[src/scp_pkg.sv]
// Package: shared constants and types for the serial channel pin and pointer block
// Summary of operation
// - Channel 0 data and primary clock pins stay serial; other one-way pins may be GPIO (the code reads all six channel 1 pins as GPIO, none of channel 0).
// - Primary-clock receive with NRZ/NRZI samples data on the deasserting clock edge.
// - FM coding with external receive clock samples data on both clock edges.
// - A control bit swaps the primary clock input for the system clock at the baud input.
// - Secondary-clock transmit with NRZ/NRZI changes data on the deasserting edge.
// - FM coding with secondary transmit clock changes data on both edges.
// - Secondary clock as output drives transmit clock, baud input clock or PLL input clock.
// - In async mode the sync pin is an input that only updates the sync status bit.
// - Internal sync: the device drives sync low when a sync or flag character is seen.
// - Auto-handshake: transmitter runs only while clear-to-send is low.
// - Async auto-handshake: request-to-send is low while the transmitter is not empty.
// - Auto-handshake: receiver runs only while carrier-detect is low.
// - Terminal-ready output follows a software-written control bit.
// - Internal registers are reached by a pointer write then one read or write.
// - Data port read gives receive FIFO, write loads transmit FIFO, no pointer needed.
// - Single-byte accesses on data bits 7:0; bits 31:8 ignored; big-endian adds 0x3.
// - A read of the shared reset address resets both channels.
// - Pointer 0x02 is the vector on channel 1 only; channel 0 reads zero, ignores writes.
// - Read pointers decode to status, pending, receive FIFO, clock status, baud, enable.
// - Write pointers decode to reset, enables, control, mode, sync, FIFO, clock, baud.
// - After the access following a pointer write, the pointer returns to zero.
// - A data-register read removes the read entry from the receive FIFO.
package scp_pkg;
   localparam logic [31:0] ADDR_PTR1  = 32'hffffe800;
   localparam logic [31:0] ADDR_DATA1 = 32'hffffe804;
   localparam logic [31:0] ADDR_PTR0  = 32'hffffe808;
   localparam logic [31:0] ADDR_DATA0 = 32'hffffe80c;
   localparam logic [31:0] ADDR_RESET = 32'hffffe810;
   localparam int          FIFO_DEPTH = 16;
   localparam int          FIFO_WIDTH = 8;

   // Pointer numbers
   localparam logic [3:0] P_STAT_LO = 4'h0;
   localparam logic [3:0] P_STAT_HI = 4'h1;
   localparam logic [3:0] P_VECTOR  = 4'h2;
   localparam logic [3:0] P_PEND    = 4'h3;
   localparam logic [3:0] P_MODE_LO = 4'h4;
   localparam logic [3:0] P_TXCTL   = 4'h5;
   localparam logic [3:0] P_SYNC_LO = 4'h6;
   localparam logic [3:0] P_SYNC_HI = 4'h7;
   localparam logic [3:0] P_FIFO    = 4'h8;
   localparam logic [3:0] P_CHRST   = 4'h9;
   localparam logic [3:0] P_MODE_HI = 4'ha;
   localparam logic [3:0] P_CLKCTL  = 4'hb;
   localparam logic [3:0] P_BAUD_LO = 4'hc;
   localparam logic [3:0] P_BAUD_HI = 4'hd;
   localparam logic [3:0] P_PLLCTL  = 4'he;
   localparam logic [3:0] P_IEN_HI  = 4'hf;

   // Field positions
   localparam int MODE_CODE_LSB = 0;  // Low mode [1:0] coding
   localparam int MODE_SYNC_LSB = 2;  // Low mode [3:2] sync mode
   localparam int MODE_AUTOHS   = 4;  // Low mode bit 4 auto handshake
   localparam int MODE_DTR      = 5;  // Low mode bit 5 terminal ready
   localparam int CLK_BAUD_SYS  = 0;  // Clock control bit 0
   localparam int CLK_RX_PRI    = 1;
   localparam int CLK_TX_SEC    = 2;
   localparam int CLK_SEC_OUT   = 3;
   localparam int CLK_SEC_LSB   = 4;  // [5:4] secondary clock source
   localparam int RXC_EN        = 0;
   localparam int TXC_EN        = 0;
   localparam logic [7:0] GPIO_DIR_RESET = 8'h00;
   localparam logic [7:0] REG_RESET      = 8'h00;

   typedef enum logic [1:0] {
      SCP_NRZ  = 2'b00,
      SCP_NRZI = 2'b01,
      SCP_FM0  = 2'b10,
      SCP_FM1  = 2'b11
   } scp_code_t;

   typedef enum logic [1:0] {
      SCP_ASYNC   = 2'b00,
      SCP_EXTSYNC = 2'b01,
      SCP_INTSYNC = 2'b10
   } scp_sync_t;

   typedef enum logic [1:0] {
      SCP_SEC_TXCLK = 2'b00,
      SCP_SEC_BAUD  = 2'b01,
      SCP_SEC_PLL   = 2'b10
   } scp_secsrc_t;

   // Internal CPU bus request
   typedef struct packed {
      logic        rd;
      logic        wr;
      logic [31:0] addr;
      logic [31:0] wdata;
   } scp_bus_t;

   // Pin inputs of one channel, active low where the pin is
   typedef struct packed {
      logic rxd;
      logic pri_clk_n;
      logic sec_clk_n;
      logic sync_n;
      logic cts_n;
      logic dcd_n;
   } scp_pins_in_t;
endpackage : scp_pkg

[src/scp_fifo.sv]
// FIFO with valid/ready on both sides
module scp_fifo #(
   parameter int WIDTH = 8,
   parameter int DEPTH = 16
) (
   // Clock and reset
   input  wire logic             clk,
   input  wire logic             rst,
   input  wire logic             flush,
   // Fill side
   input  wire logic             in_valid,
   output logic                  in_ready,
   input  wire logic [WIDTH-1:0] in_data,
   // Drain side
   output logic                  out_valid,
   input  wire logic             out_ready,
   output logic      [WIDTH-1:0] out_data
);
   localparam int AW = $clog2(DEPTH);
   logic [WIDTH-1:0] mem [DEPTH];
   logic [AW-1:0]    wp_q;
   logic [AW-1:0]    rp_q;
   logic [AW:0]      cnt_q;
   logic             push;
   logic             pop;

   assign in_ready  = (cnt_q != (AW+1)'(DEPTH));
   assign out_valid = (cnt_q != '0);
   assign push      = in_valid & in_ready;
   assign pop       = out_valid & out_ready;
   assign out_data  = mem[rp_q];

   always_ff @(posedge clk) begin
      if (push) begin
         mem[wp_q] <= in_data;
      end
   end

   always_ff @(posedge clk or posedge rst) begin
      if (rst) begin
         wp_q  <= '0;
         rp_q  <= '0;
         cnt_q <= '0;
      end else if (flush) begin
         wp_q  <= '0;
         rp_q  <= '0;
         cnt_q <= '0;
      end else begin
         if (push) begin
            wp_q <= wp_q + 1'b1;
         end
         if (pop) begin
            rp_q <= rp_q + 1'b1;
         end
         cnt_q <= cnt_q + (AW+1)'(push) - (AW+1)'(pop);
      end
   end
endmodule // scp_fifo

[src/scp_top.sv]
// Two-channel serial pin logic with pointer-port register access
module scp_top (
   // Clock and reset
   input  wire logic                     MCLK,
   input  wire logic                     RESET,
   // Internal CPU bus
   input  wire scp_pkg::scp_bus_t        BUS_REQ,
   output logic                   [31:0] BUS_RDATA,
   // Serial pins, index is channel
   input  wire scp_pkg::scp_pins_in_t [1:0] PINS_IN,
   output logic                   [1:0]  SERIAL_TRANSMIT_LINE,
   output logic                   [1:0]  ALT_CLK_OUT,
   output logic                   [1:0]  ALT_CLK_OE,
   output logic                   [1:0]  FRAME_SYNC_OUT,
   output logic                   [1:0]  FRAME_SYNC_OE,
   output logic                   [1:0]  REQUEST_TO_SEND_OUT_N,
   output logic                   [1:0]  TERMINAL_READY_OUT_N,
   // Channel 1 general purpose I/O reuse of one-way pins
   output logic                   [7:0]  GPIO_IN,
   // Core hooks: characters, events
   output logic                   [1:0]  RX_SAMPLE,
   output logic                   [1:0]  RX_BIT,
   output logic                   [1:0]  TX_SHIFT,
   input  wire logic              [1:0]  TX_BIT,
   input  wire logic              [1:0]  SYNC_CHAR_SEEN,
   input  wire logic              [1:0]  PLL_CLK,
   output logic                   [1:0]  FRAME_START,
   output logic                   [1:0]  TX_ENABLE,
   output logic                   [1:0]  RX_ENABLE,
   output logic                   [1:0]  BAUD_CLK_IN,
   // Receive FIFO fill and transmit FIFO drain
   input  wire logic              [1:0]  RXF_VALID,
   output logic                   [1:0]  RXF_READY,
   input  wire logic              [15:0] RXF_DATA,
   output logic                   [1:0]  TXF_VALID,
   input  wire logic              [1:0]  TXF_READY,
   output logic                   [15:0] TXF_DATA
);
   // Register bus decode, bits 1:0 ignored so big-endian +3 hits the same port
   function automatic logic hit(input logic [31:0] a, input logic [31:0] base);
      return a[31:2] == base[31:2];
   endfunction

   logic [7:0] wbyte;
   logic       both_rst;
   logic [1:0] sel_ptr;
   logic [1:0] sel_data;
   logic [7:0] rd_ch [2];

   assign wbyte       = BUS_REQ.wdata[7:0];
   assign both_rst    = BUS_REQ.rd & hit(BUS_REQ.addr, scp_pkg::ADDR_RESET);
   assign sel_ptr[1]  = hit(BUS_REQ.addr, scp_pkg::ADDR_PTR1);
   assign sel_ptr[0]  = hit(BUS_REQ.addr, scp_pkg::ADDR_PTR0);
   assign sel_data[1] = hit(BUS_REQ.addr, scp_pkg::ADDR_DATA1);
   assign sel_data[0] = hit(BUS_REQ.addr, scp_pkg::ADDR_DATA0);

   always_ff @(posedge MCLK or posedge RESET) begin
      if (RESET) begin
         BUS_RDATA <= '0;
      end else if (BUS_REQ.rd) begin
         BUS_RDATA <= {24'h000000, (sel_ptr[0] | sel_data[0]) ? rd_ch[0] :
                                   (sel_ptr[1] | sel_data[1]) ? rd_ch[1] : 8'h00};
      end
   end

   logic [7:0] vector_q;
   logic [7:0] gpio_s1_q;
   logic [7:0] gpio_s2_q;

   generate
      for (genvar c = 0; c < 2; c++) begin : g_ch
         scp_pkg::scp_pins_in_t s1_q;
         scp_pkg::scp_pins_in_t s2_q;
         scp_pkg::scp_pins_in_t s3_q;
         logic [3:0] ptr_q;
         logic       armed_q;
         logic [7:0] ien_lo_q;
         logic [7:0] ien_hi_q;
         logic [7:0] rxctl_q;
         logic [7:0] txctl_q;
         logic [7:0] mode_lo_q;
         logic [7:0] mode_hi_q;
         logic [7:0] sync_lo_q;
         logic [7:0] sync_hi_q;
         logic [7:0] clkctl_q;
         logic [7:0] pllctl_q;
         logic [7:0] baud_lo_q;
         logic [7:0] baud_hi_q;
         logic       sync_stat_q;
         logic       sync_out_q;
         logic [1:0] ext_cnt_q;
         logic       txd_q;
         logic       baud_div_q;
         logic       ch_rst;
         logic       wr_ptr;
         logic       rd_ptr;
         logic       ptr_access;
         logic       rx_pop;
         logic       tx_push;
         logic       tx_ready;
         logic       rx_valid;
         logic [7:0] rx_data;
         logic [7:0] rd_int;
         logic [7:0] pending;
         logic       autohs;
         logic       rxe;
         logic       txe;
         logic       rx_fall;
         logic       rx_edge;
         logic       tx_fall;
         logic       tx_edge;
         scp_pkg::scp_code_t code;
         scp_pkg::scp_sync_t smode;
         scp_pkg::scp_secsrc_t ssrc;

         assign code   = scp_pkg::scp_code_t'(mode_lo_q[scp_pkg::MODE_CODE_LSB +: 2]);
         assign smode  = scp_pkg::scp_sync_t'(mode_lo_q[scp_pkg::MODE_SYNC_LSB +: 2]);
         assign ssrc   = scp_pkg::scp_secsrc_t'(clkctl_q[scp_pkg::CLK_SEC_LSB +: 2]);
         assign autohs = mode_lo_q[scp_pkg::MODE_AUTOHS];
         assign ch_rst = both_rst | (BUS_REQ.wr & sel_ptr[c] & armed_q &
                                     (ptr_q == scp_pkg::P_STAT_LO || ptr_q == scp_pkg::P_CHRST));

         // Two-flop pin synchronisers, third stage for edge detect
         always_ff @(posedge MCLK or posedge RESET) begin
            if (RESET) begin
               s1_q <= '1;
               s2_q <= '1;
               s3_q <= '1;
            end else begin
               s1_q <= PINS_IN[c];
               s2_q <= s1_q;
               s3_q <= s2_q;
            end
         end

         // Pointer pairing
         assign wr_ptr     = BUS_REQ.wr & sel_ptr[c];
         assign rd_ptr     = BUS_REQ.rd & sel_ptr[c];
         assign ptr_access = (wr_ptr | rd_ptr) & armed_q;
         always_ff @(posedge MCLK or posedge RESET) begin
            if (RESET) begin
               ptr_q   <= '0;
               armed_q <= 1'b0;
            end else if (ch_rst | ptr_access) begin
               ptr_q   <= '0;
               armed_q <= 1'b0;
            end else if (wr_ptr) begin
               ptr_q   <= wbyte[3:0];
               armed_q <= 1'b1;
            end
         end

         // Internal write registers
         always_ff @(posedge MCLK or posedge RESET) begin
            if (RESET) begin
               {ien_lo_q, ien_hi_q, rxctl_q, txctl_q, mode_lo_q, mode_hi_q} <= {6{scp_pkg::REG_RESET}};
               {sync_lo_q, sync_hi_q, clkctl_q, pllctl_q, baud_lo_q, baud_hi_q} <= {6{scp_pkg::REG_RESET}};
            end else if (ch_rst) begin
               {ien_lo_q, ien_hi_q, rxctl_q, txctl_q, mode_lo_q, mode_hi_q} <= {6{scp_pkg::REG_RESET}};
               {sync_lo_q, sync_hi_q, clkctl_q, pllctl_q, baud_lo_q, baud_hi_q} <= {6{scp_pkg::REG_RESET}};
            end else if (wr_ptr & armed_q) begin
               case (ptr_q)
                  scp_pkg::P_STAT_HI: ien_lo_q  <= wbyte;
                  scp_pkg::P_PEND:    rxctl_q   <= wbyte;
                  scp_pkg::P_MODE_LO: mode_lo_q <= wbyte;
                  scp_pkg::P_TXCTL:   txctl_q   <= wbyte;
                  scp_pkg::P_SYNC_LO: sync_lo_q <= wbyte;
                  scp_pkg::P_SYNC_HI: sync_hi_q <= wbyte;
                  scp_pkg::P_MODE_HI: mode_hi_q <= wbyte;
                  scp_pkg::P_CLKCTL:  clkctl_q  <= wbyte;
                  scp_pkg::P_BAUD_LO: baud_lo_q <= wbyte;
                  scp_pkg::P_BAUD_HI: baud_hi_q <= wbyte;
                  scp_pkg::P_PLLCTL:  pllctl_q  <= wbyte;
                  scp_pkg::P_IEN_HI:  ien_hi_q  <= wbyte;
                  default: ;
               endcase
            end
         end

         // Data FIFOs
         assign rx_pop  = BUS_REQ.rd & (sel_data[c] | (rd_ptr & armed_q & ptr_q == scp_pkg::P_FIFO));
         assign tx_push = BUS_REQ.wr & ((sel_data[c]) | (wr_ptr & armed_q & ptr_q == scp_pkg::P_FIFO));

         scp_fifo #(.WIDTH(scp_pkg::FIFO_WIDTH), .DEPTH(scp_pkg::FIFO_DEPTH)) u_rxf (
            .clk(MCLK), .rst(RESET), .flush(ch_rst),
            .in_valid(RXF_VALID[c]), .in_ready(RXF_READY[c]), .in_data(RXF_DATA[c*8 +: 8]),
            .out_valid(rx_valid), .out_ready(rx_pop), .out_data(rx_data));
         scp_fifo #(.WIDTH(scp_pkg::FIFO_WIDTH), .DEPTH(scp_pkg::FIFO_DEPTH)) u_txf (
            .clk(MCLK), .rst(RESET), .flush(ch_rst),
            .in_valid(tx_push), .in_ready(tx_ready), .in_data(wbyte),
            .out_valid(TXF_VALID[c]), .out_ready(TXF_READY[c] & txe), .out_data(TXF_DATA[c*8 +: 8]));

         // Read decode
         assign pending = {5'h00, TXF_VALID[c], rx_valid, sync_stat_q};
         always_comb begin
            case (ptr_q)
               scp_pkg::P_STAT_LO: rd_int = {1'b0, 1'b0, s2_q.cts_n, sync_stat_q, s2_q.dcd_n,
                                              ~TXF_VALID[c], ~tx_ready, rx_valid};
               scp_pkg::P_STAT_HI: rd_int = {7'h00, ~TXF_VALID[c]};
               scp_pkg::P_VECTOR:  rd_int = (c == 1) ? vector_q : 8'h00;
               scp_pkg::P_PEND:    rd_int = pending & ien_lo_q;
               scp_pkg::P_FIFO:    rd_int = rx_data;
               scp_pkg::P_MODE_HI: rd_int = {5'h00, clkctl_q[2:0]};
               scp_pkg::P_BAUD_LO: rd_int = baud_lo_q;
               scp_pkg::P_BAUD_HI: rd_int = baud_hi_q;
               scp_pkg::P_IEN_HI:  rd_int = ien_hi_q;
               default:            rd_int = 8'h00;
            endcase
         end
         assign rd_ch[c] = sel_data[c] ? rx_data : (armed_q ? rd_int : {4'h0, ptr_q});

         // Handshake enables
         assign txe = txctl_q[scp_pkg::TXC_EN] & (~autohs | ~s2_q.cts_n);
         assign rxe = rxctl_q[scp_pkg::RXC_EN] & (~autohs | ~s2_q.dcd_n);
         assign TX_ENABLE[c] = txe;
         assign RX_ENABLE[c] = rxe;

         always_ff @(posedge MCLK or posedge RESET) begin
            if (RESET) begin
               REQUEST_TO_SEND_OUT_N[c] <= 1'b1;
               TERMINAL_READY_OUT_N[c]  <= 1'b1;
            end else begin
               REQUEST_TO_SEND_OUT_N[c] <= ~(autohs & smode == scp_pkg::SCP_ASYNC & TXF_VALID[c]);
               TERMINAL_READY_OUT_N[c]  <= ~mode_lo_q[scp_pkg::MODE_DTR];
            end
         end

         // Receive sampling: asserting edge of a negated clock is its fall
         assign rx_fall = clkctl_q[scp_pkg::CLK_RX_PRI] ? (s3_q.pri_clk_n & ~s2_q.pri_clk_n)
                                                         : (s3_q.sec_clk_n & ~s2_q.sec_clk_n);
         assign rx_edge = clkctl_q[scp_pkg::CLK_RX_PRI] ? (s3_q.pri_clk_n ^ s2_q.pri_clk_n)
                                                         : (s3_q.sec_clk_n ^ s2_q.sec_clk_n);
         assign RX_SAMPLE[c] = rxe & (code[1] ? rx_edge : (rx_edge & ~rx_fall));
         assign RX_BIT[c]    = s2_q.rxd;

         // Transmit timing on the secondary clock
         assign tx_fall = s3_q.sec_clk_n & ~s2_q.sec_clk_n;
         assign tx_edge = s3_q.sec_clk_n ^ s2_q.sec_clk_n;
         assign TX_SHIFT[c] = txe & clkctl_q[scp_pkg::CLK_TX_SEC] &
                              (code[1] ? tx_edge : (tx_edge & ~tx_fall));
         always_ff @(posedge MCLK or posedge RESET) begin
            if (RESET) begin
               txd_q <= 1'b1;
            end else if (TX_SHIFT[c] | ~clkctl_q[scp_pkg::CLK_TX_SEC]) begin
               txd_q <= txe ? TX_BIT[c] : 1'b1;
            end
         end
         assign SERIAL_TRANSMIT_LINE[c] = txd_q;

         // Baud input: system clock enable or primary clock
         always_ff @(posedge MCLK or posedge RESET) begin
            if (RESET) begin
               baud_div_q <= 1'b0;
            end else begin
               baud_div_q <= clkctl_q[scp_pkg::CLK_BAUD_SYS] ? ~baud_div_q : ~s2_q.pri_clk_n;
            end
         end
         assign BAUD_CLK_IN[c] = baud_div_q;

         // Secondary clock as active-low output
         assign ALT_CLK_OE[c] = clkctl_q[scp_pkg::CLK_SEC_OUT];
         always_comb begin
            case (ssrc)
               scp_pkg::SCP_SEC_TXCLK: ALT_CLK_OUT[c] = ~baud_div_q;
               scp_pkg::SCP_SEC_BAUD:  ALT_CLK_OUT[c] = s2_q.pri_clk_n;
               scp_pkg::SCP_SEC_PLL:   ALT_CLK_OUT[c] = ~PLL_CLK[c];
               default:                ALT_CLK_OUT[c] = 1'b1;
            endcase
         end

         // Sync pin modes
         always_ff @(posedge MCLK or posedge RESET) begin
            if (RESET) begin
               sync_stat_q <= 1'b0;
               sync_out_q  <= 1'b1;
               ext_cnt_q   <= '0;
               FRAME_START[c] <= 1'b0;
            end else begin
               sync_stat_q <= ~s2_q.sync_n;
               sync_out_q  <= ~(smode == scp_pkg::SCP_INTSYNC & SYNC_CHAR_SEEN[c]);
               if (smode == scp_pkg::SCP_EXTSYNC & ~s2_q.sync_n) begin
                  ext_cnt_q <= (ext_cnt_q == 2'd2) ? ext_cnt_q : ext_cnt_q + 2'd1;
               end else begin
                  ext_cnt_q <= '0;
               end
               FRAME_START[c] <= (ext_cnt_q == 2'd1) & ~s2_q.sync_n &
                                 (smode == scp_pkg::SCP_EXTSYNC);
            end
         end
         assign FRAME_SYNC_OUT[c] = sync_out_q;
         assign FRAME_SYNC_OE[c]  = (smode == scp_pkg::SCP_INTSYNC);
      end
   endgenerate

   // Channel 1 vector; pointer 0x02 writes on channel 0 are dropped
   always_ff @(posedge MCLK or posedge RESET) begin
      if (RESET) begin
         vector_q <= '0;
      end else if (both_rst) begin
         vector_q <= '0;
      end else if (BUS_REQ.wr & sel_ptr[1] & g_ch[1].armed_q & g_ch[1].ptr_q == scp_pkg::P_VECTOR) begin
         vector_q <= {5'h00, wbyte[2:0]};
      end
   end

   // Channel 1 one-way pins also readable as general purpose inputs
   always_ff @(posedge MCLK or posedge RESET) begin
      if (RESET) begin
         gpio_s1_q <= scp_pkg::GPIO_DIR_RESET;
         gpio_s2_q <= scp_pkg::GPIO_DIR_RESET;
      end else begin
         gpio_s1_q <= {2'b00, PINS_IN[1]};
         gpio_s2_q <= gpio_s1_q;
      end
   end
   assign GPIO_IN = gpio_s2_q;
endmodule // scp_top

[config.mk]
export PLATFORM = sky130hd
export DESIGN_NAME = scp_top
export DESIGN_NICKNAME = d
export VERILOG_FILES = /design/src/scp_pkg.sv /design/src/scp_fifo.sv /design/src/scp_top.sv
export SDC_FILE = /design/constraint.sdc
export NUM_CORES = 1
export LEC_CHECK = 0
export BUFFER_PORTS_ARGS = -buffer_cell sky130_fd_sc_hd__buf_2
export CELL_PAD_IN_SITES_DETAIL_PLACEMENT = 1
export CELL_PAD_IN_SITES_GLOBAL_PLACEMENT = 2
export CORE_MARGIN = 4
export CORE_UTILIZATION = 48
export CTS_CLUSTER_SIZE = 10
export DETAILED_ROUTE_END_ITERATION = 16
export GPL_TIMING_DRIVEN = 0
export PLACE_DENSITY = 0.95
export SYNTH_ARGS = -nofsm -noshare
export SYNTH_HDL_FRONTEND = slang
export SYNTH_SLANG_ARGS = --single-unit
[constraint.sdc]
create_clock -name MCLK -period 9.8 [get_ports MCLK]
set_clock_uncertainty 0.1 [all_clocks]
set_input_delay 0 -clock MCLK [delete_from_list [all_inputs] [get_ports MCLK]]
set_output_delay 0 -clock MCLK [all_outputs]
set_load 0.05 [all_outputs]
* Word level (Yosys, flattened, before mapping) *
Memories as Yosys holds them, arrays and structs flattened.
Index checks and enable logic that the tools add are counted.

storage, ports and cells
  output and inout port bits = 88
  memories = 4
  input bits = 106
  RAM bits = 512
  register bits after elaboration = 228
  word-level logic and storage cells = 435

cells by class
  eq/ne operators = 46
  bitwise operators = 118
  multiplexer cells = 112
  add/sub/neg operators = 18
  reductions and logical operators = 57

memory list
  memory             depth  bits a word  read ports  clocked after Yosys merged registers in  write ports  RTL line        source
  g_ch[0].u_rxf.mem  16     8            1           0                                        1            scp_fifo.sv:20  logic [WIDTH-1:0] mem [DEPTH];
  g_ch[0].u_txf.mem  16     8            1           0                                        1            scp_fifo.sv:20
  g_ch[1].u_rxf.mem  16     8            1           0                                        1            scp_fifo.sv:20
  g_ch[1].u_txf.mem  16     8            1           0                                        1            scp_fifo.sv:20

operators with widths
  operator                                                               count
  8-bit 2-to-1 mux                                                       32
  30-bit equality test, second input constant                            5
  4-bit 2-to-1 mux                                                       20
  6-bit 2-to-1 mux                                                       12
  8-bit one-hot mux with 9 select lines                                  1
  8-bit one-hot mux with 8 select lines                                  1
  1-bit bitwise AND                                                      62
  2-bit nonzero test                                                     29
  4-bit equality test, second input constant                             14
  1-bit 2-to-1 mux                                                       36
  4-bit by 1-bit adder with 4-bit output, second input constant          8
  1-bit NOT                                                              32
  2-bit AND reduction                                                    16
  5-bit by 1-bit adder with 5-bit output                                 4
  5-bit 2-to-1 mux                                                       4
  5-bit != test, second input constant                                   4
  5-bit nonzero test                                                     4
  5-bit by 1-bit subtractor with 5-bit output                            4
  1-bit bitwise OR                                                       18
  3-bit by 8-bit bitwise AND with 8-bit output                           2
  4-bit by 3-bit equality test with 1-bit output, second input constant  4
  2-bit by 1-bit equality test with 1-bit output, second input constant  6
  2-bit equality test, second input constant                             6
  4-bit by 2-bit equality test with 1-bit output, second input constant  3
  other kinds (9)                                                        24

* Longest topological paths before layout *
Gate-level depths: netlist (run 1).

  word-level depth = 10
  depth in mapped cells = 17
  depth with buffers taken out = 16

* Modules after synthesis *
From an unflattened synthesis (run 1), not the netlist that was laid out.

second synthesis, totals
  cells, all modules = 2165
  area, all modules = 31327.5 sq um

by module, submodules not included
  module                         cells an instance  times used  seq. area each (sq um)  area an instance (sq um)
  scp_fifo at g_ch[1].u_rxf ...  333                2           4169.0                  5805.6
  scp_fifo at g_ch[0].u_rxf ...  333                2           4169.0                  5803.1
  scp_top                        833                1           4023.9                  8110.3

* Worst setup path after synthesis (run 1) *
No wires, ideal clock.

  kind = in2reg
  start point = input BUS_REQ[39] in the netlist's numbering
  end point = register g_ch[1].u_rxf.cnt_q[4]
  cell stages on the path = 16
  required time = 9.581 ns
  slack = 6.564 ns
  buffers on the path = 1
  arrival = 3.018 ns
  library setup time = 0.119 ns
  path through = or4_4 nor3b_1 and4_1 clkbuf_1 nor4b_1 ha_1 inv_1 ha_1 inv_1 fa_1 inv_1 a21oi_1 nor2_1 nor2_1 xnor2_1 nor2_1

between the ends
  cells in the longest elaborated chain, start to end = 9
  elaborated cells between the ends (all ways) = 16
  those cells by class = 1 x add/sub; 3 x eq/ne; 1 x mux; 11 x bitwise

RTL lines
  element                                      RTL line        source
  start, declared                              scp_top.sv:7    input wire scp_pkg::scp_bus_t BUS_REQ,
  30-bit equality test                         scp_top.sv:41   return a[31:2] == base[31:2];
  1-bit bitwise AND                            scp_top.sv:138  assign rd_ptr = BUS_REQ.rd & sel_ptr[c];
  1-bit bitwise AND (2 in a row)               scp_top.sv:181  assign rx_pop = BUS_REQ.rd & (sel_data[c] | (rd_ptr & armed_q & ptr_q == scp_pkg::P_FIFO));
  1-bit bitwise OR                             scp_top.sv:181
  1-bit bitwise AND                            scp_top.sv:181
  1-bit bitwise AND                            scp_fifo.sv:30  assign pop = out_valid & out_ready;
  5-bit by 1-bit subtractor with 5-bit output  scp_fifo.sv:55  cnt_q <= cnt_q + (AW+1)'(push) - (AW+1)'(pop);
  5-bit 2-to-1 mux (*)                         scp_fifo.sv:44  end else if (flush) begin
  end signal, assigned                         scp_fifo.sv:55
  end, declared                                scp_fifo.sv:23  logic [AW:0] cnt_q;

Every way passes the cells marked *; elsewhere a longest branch is shown, timed or not.
A chain may end at the register's enable or synchronous reset.

* Worst setup path after layout (run 1) *
  start point = register g_ch[1].ptr_q[3]
  end point = register g_ch[1].u_rxf.cnt_q[4]

between the ends
  cells in the longest elaborated chain, start to end = 7
  elaborated cells between the ends (all ways) = 12
  those cells by class = 1 x add/sub; 2 x eq/ne; 1 x mux; 6 x bitwise; 2 x reduce/logical

RTL lines
  element                                      RTL line        source
  start, declared                              scp_top.sv:75   logic [3:0] ptr_q;
  start signal, assigned                       scp_top.sv:148  ptr_q <= wbyte[3:0];
  4-bit equality test                          scp_top.sv:181
  1-bit bitwise AND                            scp_top.sv:181
  1-bit bitwise OR                             scp_top.sv:181
  1-bit bitwise AND                            scp_top.sv:181
  1-bit bitwise AND                            scp_fifo.sv:30
  5-bit by 1-bit subtractor with 5-bit output  scp_fifo.sv:55
  5-bit 2-to-1 mux (*)                         scp_fifo.sv:44

Marks and branches as above.

==> results.toml, run 1 <==
[yosys]
netlist_instances = 2007
synth-edff-count = 512
ys_ff_latch = 723
synth_area_sq_um = 30800
synthesis.yosys.warnings = 0
seq_area_frac_synth_pct = 67.2
postSynthAreaPerCell_sq_um = 15.4
synth_cell_types = 78
synth_top_flop_cell = "edfxtp_1"
synthArstFlopShare_pct = 29.2

[clocking]
cts_max_path_buffers = 3
cts_made_buffers = 84
htree_levels = 3
clock-sinks = 723
path_clk_slew_ns = 0.06
root_buffer = "clkbuf_16"
cts_tree = "built"
post-cts-setup-buffer-count = 0
clock_latency_ns = 0.64

[sta]
rsz0062_at_grt = "no"
finalWorstSetupSlack_ns = 5.95
fin_setup_tns_ns = 0
period_needed_ns = 3.85
slew-limit-headroom_pct = 17.2
finalSetupViolations = 0
tightest_slew_ns = 1.23
hold_viol_final = 0
report.final.slew_viol_count = 0
finalCritPeriodShare_pct = 39.3
max_freq_mhz = 260

[finish]
final_cell_mix = "edfxtp_1, dfrtp_1, buf_2"
nNetsFinal = 2502
area_growth_pct = 16.9
multi_input_area_sq_um = 9220
ff_latch_area_sq_um = 20700
fillers = 6057
fin_area_sq_um = 36000
final_common_cell = "edfxtp_1"
drive_above_1_share_pct = 21.0

[floorplan]
core_area_sq_um = 63300
fp.dieH_um = 261
dieArea_sq_um = 68300
initial_core_util_pct = 48.7
rows = 92
die_x_um = 261
num_io_pins = 194

[worst_setup_path]
crit_fanout = 10
r2r_cells = 15
criticalPathCategory = "flip-flop to flip-flop"
reg2reg_slack_ns = 5.95
cp-end-kind = "flip-flop"
cp-startpoint = "g_ch[1].ptr_q[3]$_DFFE_PP0P_"
worst_ep_required_time_ns = 10.20
endpoint = "g_ch[1].u_rxf.cnt_q[4]$_DFF_PP0_"
start_kind = "flip-flop"
crit_arrival_ns = 4.25
reg2reg_from = "g_ch[1].ptr_q[3]$_DFFE_PP0P_"
r2r_end = "g_ch[1].u_rxf.cnt_q[4]$_DFF_PP0_"

[detailed_routing]
first_pass_iters = 7
drt_iter0_drc = 1546
wirelength_mm = 84.6
viasPerCell = 5.90
wl_per_cell_um = 26.1
vias = 19119
drc = 0
ant_nets = 0

[global_route]
grt_pass1_vias = 21084
antenna_found_initial = 5
grt_max_degree = 132
grtUsageTotal_pct = 25.1
grt_pass1_wl_mm = 130
grt_overflow_total = 0

[pwr]
powerDensity_nw_per_um2 = 195
leakagePower_nw = 13.1
fin_total_pwr_mw = 7.04
vdd_drop_max_uv = 171

[worst_hold_path]
holdCritPathClass = "primary input to flip-flop"
min-delay-start = "TX_BIT[0]"

[placed_design]
place_area_sq_um = 32900
post-dp-hpwl_mm = 55.8
dp_slack_ns = 5.55
port_buffers = 139
place_congestion = 0.887

[run_status]
status = "completed"

[job]
maxCapViolations = 0
## sequential cells by signal (all words and copies together), names as in the netlist, 8 cells and up
name	cells
BUS_RDATA	8
g_ch.baud_hi_q	16
g_ch.baud_lo_q	16
g_ch.clkctl_q	12
g_ch.ien_hi_q	16
g_ch.mode_lo_q	10
g_ch.ptr_q	8
g_ch.s1_q	12
g_ch.s2_q	10
g_ch.u_rxf.cnt_q	10
g_ch.u_rxf.mem	256
g_ch.u_rxf.rp_q	8
g_ch.u_rxf.wp_q	8
g_ch.u_txf.cnt_q	10
g_ch.u_txf.mem	256
g_ch.u_txf.rp_q	8
g_ch.u_txf.wp_q	8
## cells in the mapped netlist, drive strengths merged, types with 10 or more instances
| master | instances | area, sq um |
|---|---|---|
| nor2b | 30 | 188 |
| nor3 | 26 | 156 |
| a21o | 13 | 97.6 |
| and2 | 53 | 332 |
| mux2i | 79 | 791 |
| a32o | 36 | 360 |
| nand2 | 112 | 420 |
| nand3 | 24 | 120 |
| xor2 | 19 | 166 |
| nand4 | 18 | 113 |
| o21ai | 75 | 375 |
| mux4 | 119 | 2680 |
| nor2 | 125 | 477 |
| a21oi | 45 | 225 |
| a31oi | 12 | 75.1 |
| dfstp | 36 | 946 |
| inv | 81 | 304 |
| clkbuf | 62 | 233 |
| xnor2 | 24 | 210 |
| and3 | 10 | 62.6 |
| a221oi | 25 | 219 |
| a22oi | 21 | 158 |
| buf | 83 | 505 |
| dfrtp | 175 | 4380 |
| nor4 | 18 | 125 |
| ha | 54 | 676 |
| edfxtp | 512 | 15400 |
## what timing repair did
item / CTS / global route
hold buffers: 69 / 0
hold endpoints to repair: 685 / 0
resized for setup: 0 / 0
## worst min path at each step
stage / end / slack (ns) / cells after the start
floorplan: g_ch[0].s1_q[0]$_DFF_PP1_ / -0.1 / 0
global placement: g_ch[0].s1_q[5]$_DFF_PP1_ / 0.006 / 1
detailed placement: g_ch[0].s1_q[0]$_DFF_PP1_ / 0.008 / 1
CTS: g_ch[1].txd_q$_DFFE_PP1P_ / 0.03 / 4
global route: g_ch[0].txd_q$_DFFE_PP1P_ / 0.06 / 4
finish: g_ch[0].txd_q$_DFFE_PP1P_ / 0.05 / 4
## worst max-delay path: stages, from the launching register on
cell      delay, ns
dfrtp_1        0.33
clkbuf_1       0.33
nor2b_1        0.32
a31oi_1        0.25
nor4b_1        0.84
ha_1           0.37
inv_1          0.05
ha_1           0.16
inv_1          0.06
fa_1           0.44
inv_1          0.07
a21oi_1        0.05
nor2_1         0.09
nor2_1         0.06
xnor2_1        0.15
nor2_1         0.06
## through the flow
step,hold WS (ns),cells,util [%]
2_1_floorplan,-0.0955,2032,-
3_3_place_gp,0.00611,3017,51.6
3_5_place_dp,0.00780,3029,51.9
4_1_cts,0.0252,3240,56.9
5_1_grt,0.0584,3241,56.9
6_report,0.0484,3242,56.9
## cell families after synthesis
| family | Yosys count | synth area share [%] |
|---|---|---|
| buffers and inverters | 230 | 3.43 |
| other | 1 | 0.0122 |
| AO/OA/AOI/OAI | 281 | 6.36 |
| AND/OR/NAND/NOR | 467 | 7.85 |
| XOR/XNOR | 43 | 1.22 |
| multiplexers | 204 | 11.5 |
| flip-flops | 723 | 67.2 |
| adder cells (fa/ha/maj) | 58 | 2.45 |
## area by class of cell
| cell class | instances | share of cell area [%] |
|---|---|---|
| antenna | 2 | 0.0139 |
| buffer | 145 | 2.05 |
| clock buffer | 134 | 6.62 |
| clock inverter | 8 | 0.281 |
| inverter | 85 | 0.906 |
| multi-input combinational | 1079 | 25.6 |
| sequential | 723 | 57.5 |
| tap | 846 | 2.94 |
| timing repair buffer | 220 | 4.15 |
## metal layers
metal	wire length (um)	share of wire, %	GRT usage (%)	vias to the layer above
met1	33200	39	31.9	10014
met4	2620	3.1	8.02	4
met3	4880	5.8	4.83	174
li1	-	-	-	8266
met5	27	0.032	0	-
met2	43800	52	44.0	661
## power breakdown
group	leakage, nW	switching, mW	internal (mW)
logic	4.62	0.420	0.218
registers	7.28	0.0678	3.45
clock network	1.20	1.20	1.68
Power figures use the tool's default switching activity.
==> inputs of run 2 (changes only) <==
Settings changed: CORE_UTILIZATION 48 to 40, PLACE_DENSITY 0.95 to 0.86.
Clock period 9.8 ns to 3.3 ns, I/O delays scaled along.
==> run 2 against run 1 <==
Effect of this change: non-clock buffer count did not move; combinational power grew to 3.0 times the previous value; register-to-register slack worse by 5.8 ns; total power grew to 3.0 times the previous value; via count is 1.3% lower; critical endpoint unchanged; largest power group unchanged.
==> results.toml, run 2 (synthesis gave the netlist of run 1 again) <==
[sta]
period_needed_ns = 3.21
rsz0062_at_grt = "yes"
holdWs_ns = 0.0134
hold_viol_final = 0
max_freq_mhz = 311
tightest_slew_ns = 1.19
finalCritPeriodShare_pct = 97.3
finalSetupViolations = 0
report.final.slew_viol_count = 0
slew-limit-headroom_pct = 19.8

[placed_design]
port_buffers = 139
dp_cells = 3216
place_congestion = 0.879
post-dp-hpwl_mm = 56.4

[finish]
area_growth_pct = 18.4
fillers = 7574
nNetsFinal = 2503
final_cell_mix = "edfxtp_1, dfrtp_1, buf_2"
drive_above_1_share_pct = 22.5
n_antenna_cell = 0
fin_cells = 3437
final_common_cell = "edfxtp_1"
top_regs = "g_ch.u_rxf.mem: 256 flops, g_ch.u_txf.mem: 256 flops"

[detailed_routing]
vias = 18868
drt_iter0_drc = 1445
first_pass_iters = 5
drc = 0
wirelength_mm = 82.6
ant_nets = 0
viasPerCell = 5.49
wl_per_cell_um = 24.0

[worst_hold_path]
holdCritPathClass = "primary input to asynchronous set/reset pin"

[clocking]
cts_made_buffers = 85
cts_tree = "built"
clock-sinks = 723
clock_latency_ns = 0.64
root_buffer = "clkbuf_16"
htree_levels = 3
path_clk_slew_ns = 0.06
cts_max_path_buffers = 3

[pwr]
vdd_drop_max_uv = 323
switching_share_pct = 24.3
leakagePower_nw = 13.2
power_frac_clock_pct = 41.1
power_frac_comb_pct = 9.0
powerDensity_nw_per_um2 = 574
internal-power_mw = 15.8
fin_total_pwr_mw = 20.9
power_switching_mw = 5.08
pwr-share-seq_pct = 49.9

[worst_setup_path]
worst_ep_required_time_ns = 3.72
criticalPathCategory = "primary input to flip-flop"
cp-end-kind = "flip-flop"
cpPeakStageDelay_ns = 0.53
cpLargestDelayFamily = "simple AND/OR/NAND/NOR gates"
path_cells = "buf_2, or4_4, nor3b_1, and4_1, clkbuf_1, nor4b_4, ha_1, inv_1, ha_1, inv_1, fa_1, inv_1, a21oi_1, nor2_1, nor2_1, xnor2_1, nor2_1"
start_kind = "primary input"
crit_buf_inv = 5
slowest_stage = "or4_4"
crit_arrival_ns = 3.63
crit_fanout = 6

[floorplan]
core_area_sq_um = 76200
die_x_um = 286
rows = 101
initial_core_util_pct = 40.4
dieArea_sq_um = 81500
num_io_pins = 194
fp.dieH_um = 286

[run_status]
status = "completed"

[global_route]
grt_overflow_total = 0
grt_max_degree = 43
grtUsageTotal_pct = 20.2
grt_pass1_vias = 20315
antenna_found_initial = 4
grt_pass1_wl_mm = 127

[job]
maxCapViolations = 0
==> run 2: cell types whose count changed in the layout (fill, tap and decap cells not counted), sizes merged <==
cell	delta
clkbuf	+10
inv	+3
diode	-2
buf	-1
bufinv	-1
clkdlybuf4s15	+1
clkinv	+1
clkinvlp	+1
dlygate4sd3	-1
==> run 2: cell type report <==
class	instances	area, sq um	area share [%]
plain buffers	140	756	2.07
clock buffers	143	2390	6.55
clock inverters	12	130	0.357
inverters	85	323	0.885
multi-input cells	1079	9310	25.5
flip-flops and latches	723	20700	56.8
well taps	1030	1290	3.53
repair buffers	225	1570	4.32
==> run 2: timing repair <==
| action | CTS | global route |
|---|---|---|
| endpoints found under the setup margin | 144 | 101 |
| buffers inserted | 3 | 0 |
| hold buffers | 68 | 0 |
| pin swaps | 0 | 1 |
| endpoints found under the hold margin | 693 | 0 |
| resized for setup | 40 | 22 |
==> run 2: routing by layer <==
layer  global-route usage [%]  routed length [um]
met4                     5.10                1420
met1                     26.7               33900
met3                     3.59                4830
met5                    0.357                  55
met2                     34.7               42400
==> run 2: worst register-to-register path: cells and delay by family (launching register included) <==
kind                       cells  cell delay, ns
AOI/OAI and AO/OA              1            0.18
buffers and inverters          2            0.13
xor gates and xnor gates       1            0.13
and+or+nand+nor                5            1.05
DFF                            1            0.38
adders and majority gates      4            1.10
==> run 2: power groups by stage <==
stage | clock network, mW | registers (mW) | logic (mW)
finish | 8.60 | 10.4 | 1.89
global route | 9.20 | 10.5 | 2.09
CTS | 8.76 | 10.4 | 1.91
global placement | 0 | 10.6 | 1.63
floorplan | 0 | 10.6 | 1.14
detailed placement | 0 | 10.6 | 1.82
==> run 2: path summary, 6_finish.rpt <==
kind                                                   from  cells past startpoint  slack, ns                          endpoint
min in group MCLK                                 TX_BIT[1]                      4       0.05         g_ch[1].txd_q$_DFFE_PP1P_
max in group asynchronous                             RESET                      7       1.56         g_ch[0].s2_q[0]$_DFF_PP1_
min                                                   RESET                      3       0.01          FRAME_START[1]$_DFF_PP0_
min reg2reg                          gpio_s1_q[3]$_DFF_PP0_                      0       0.25              GPIO_IN[3]$_DFF_PP0_
max                                             BUS_REQ[39]                     17       0.09  g_ch[1].u_rxf.cnt_q[4]$_DFF_PP0_
max reg2reg                g_ch[0].u_txf.cnt_q[2]$_DFF_PP0_                     13       0.11  g_ch[0].u_txf.cnt_q[4]$_DFF_PP0_
==> run 2: metrics by stage <==
step           setup TNS, ns  cell area, sq um  setup slack, ns  util [%]
3_5_place_dp          -78.89             33100           -0.960      43.5
4_1_cts                    0             36400          0.00339      47.8
5_1_grt               -0.231             36500           -0.144      47.9
3_3_place_gp         -197.32             32900           -0.934      43.2
6_report                   0             36500           0.0881      47.9
2_1_floorplan              0             30900           0.0636         -
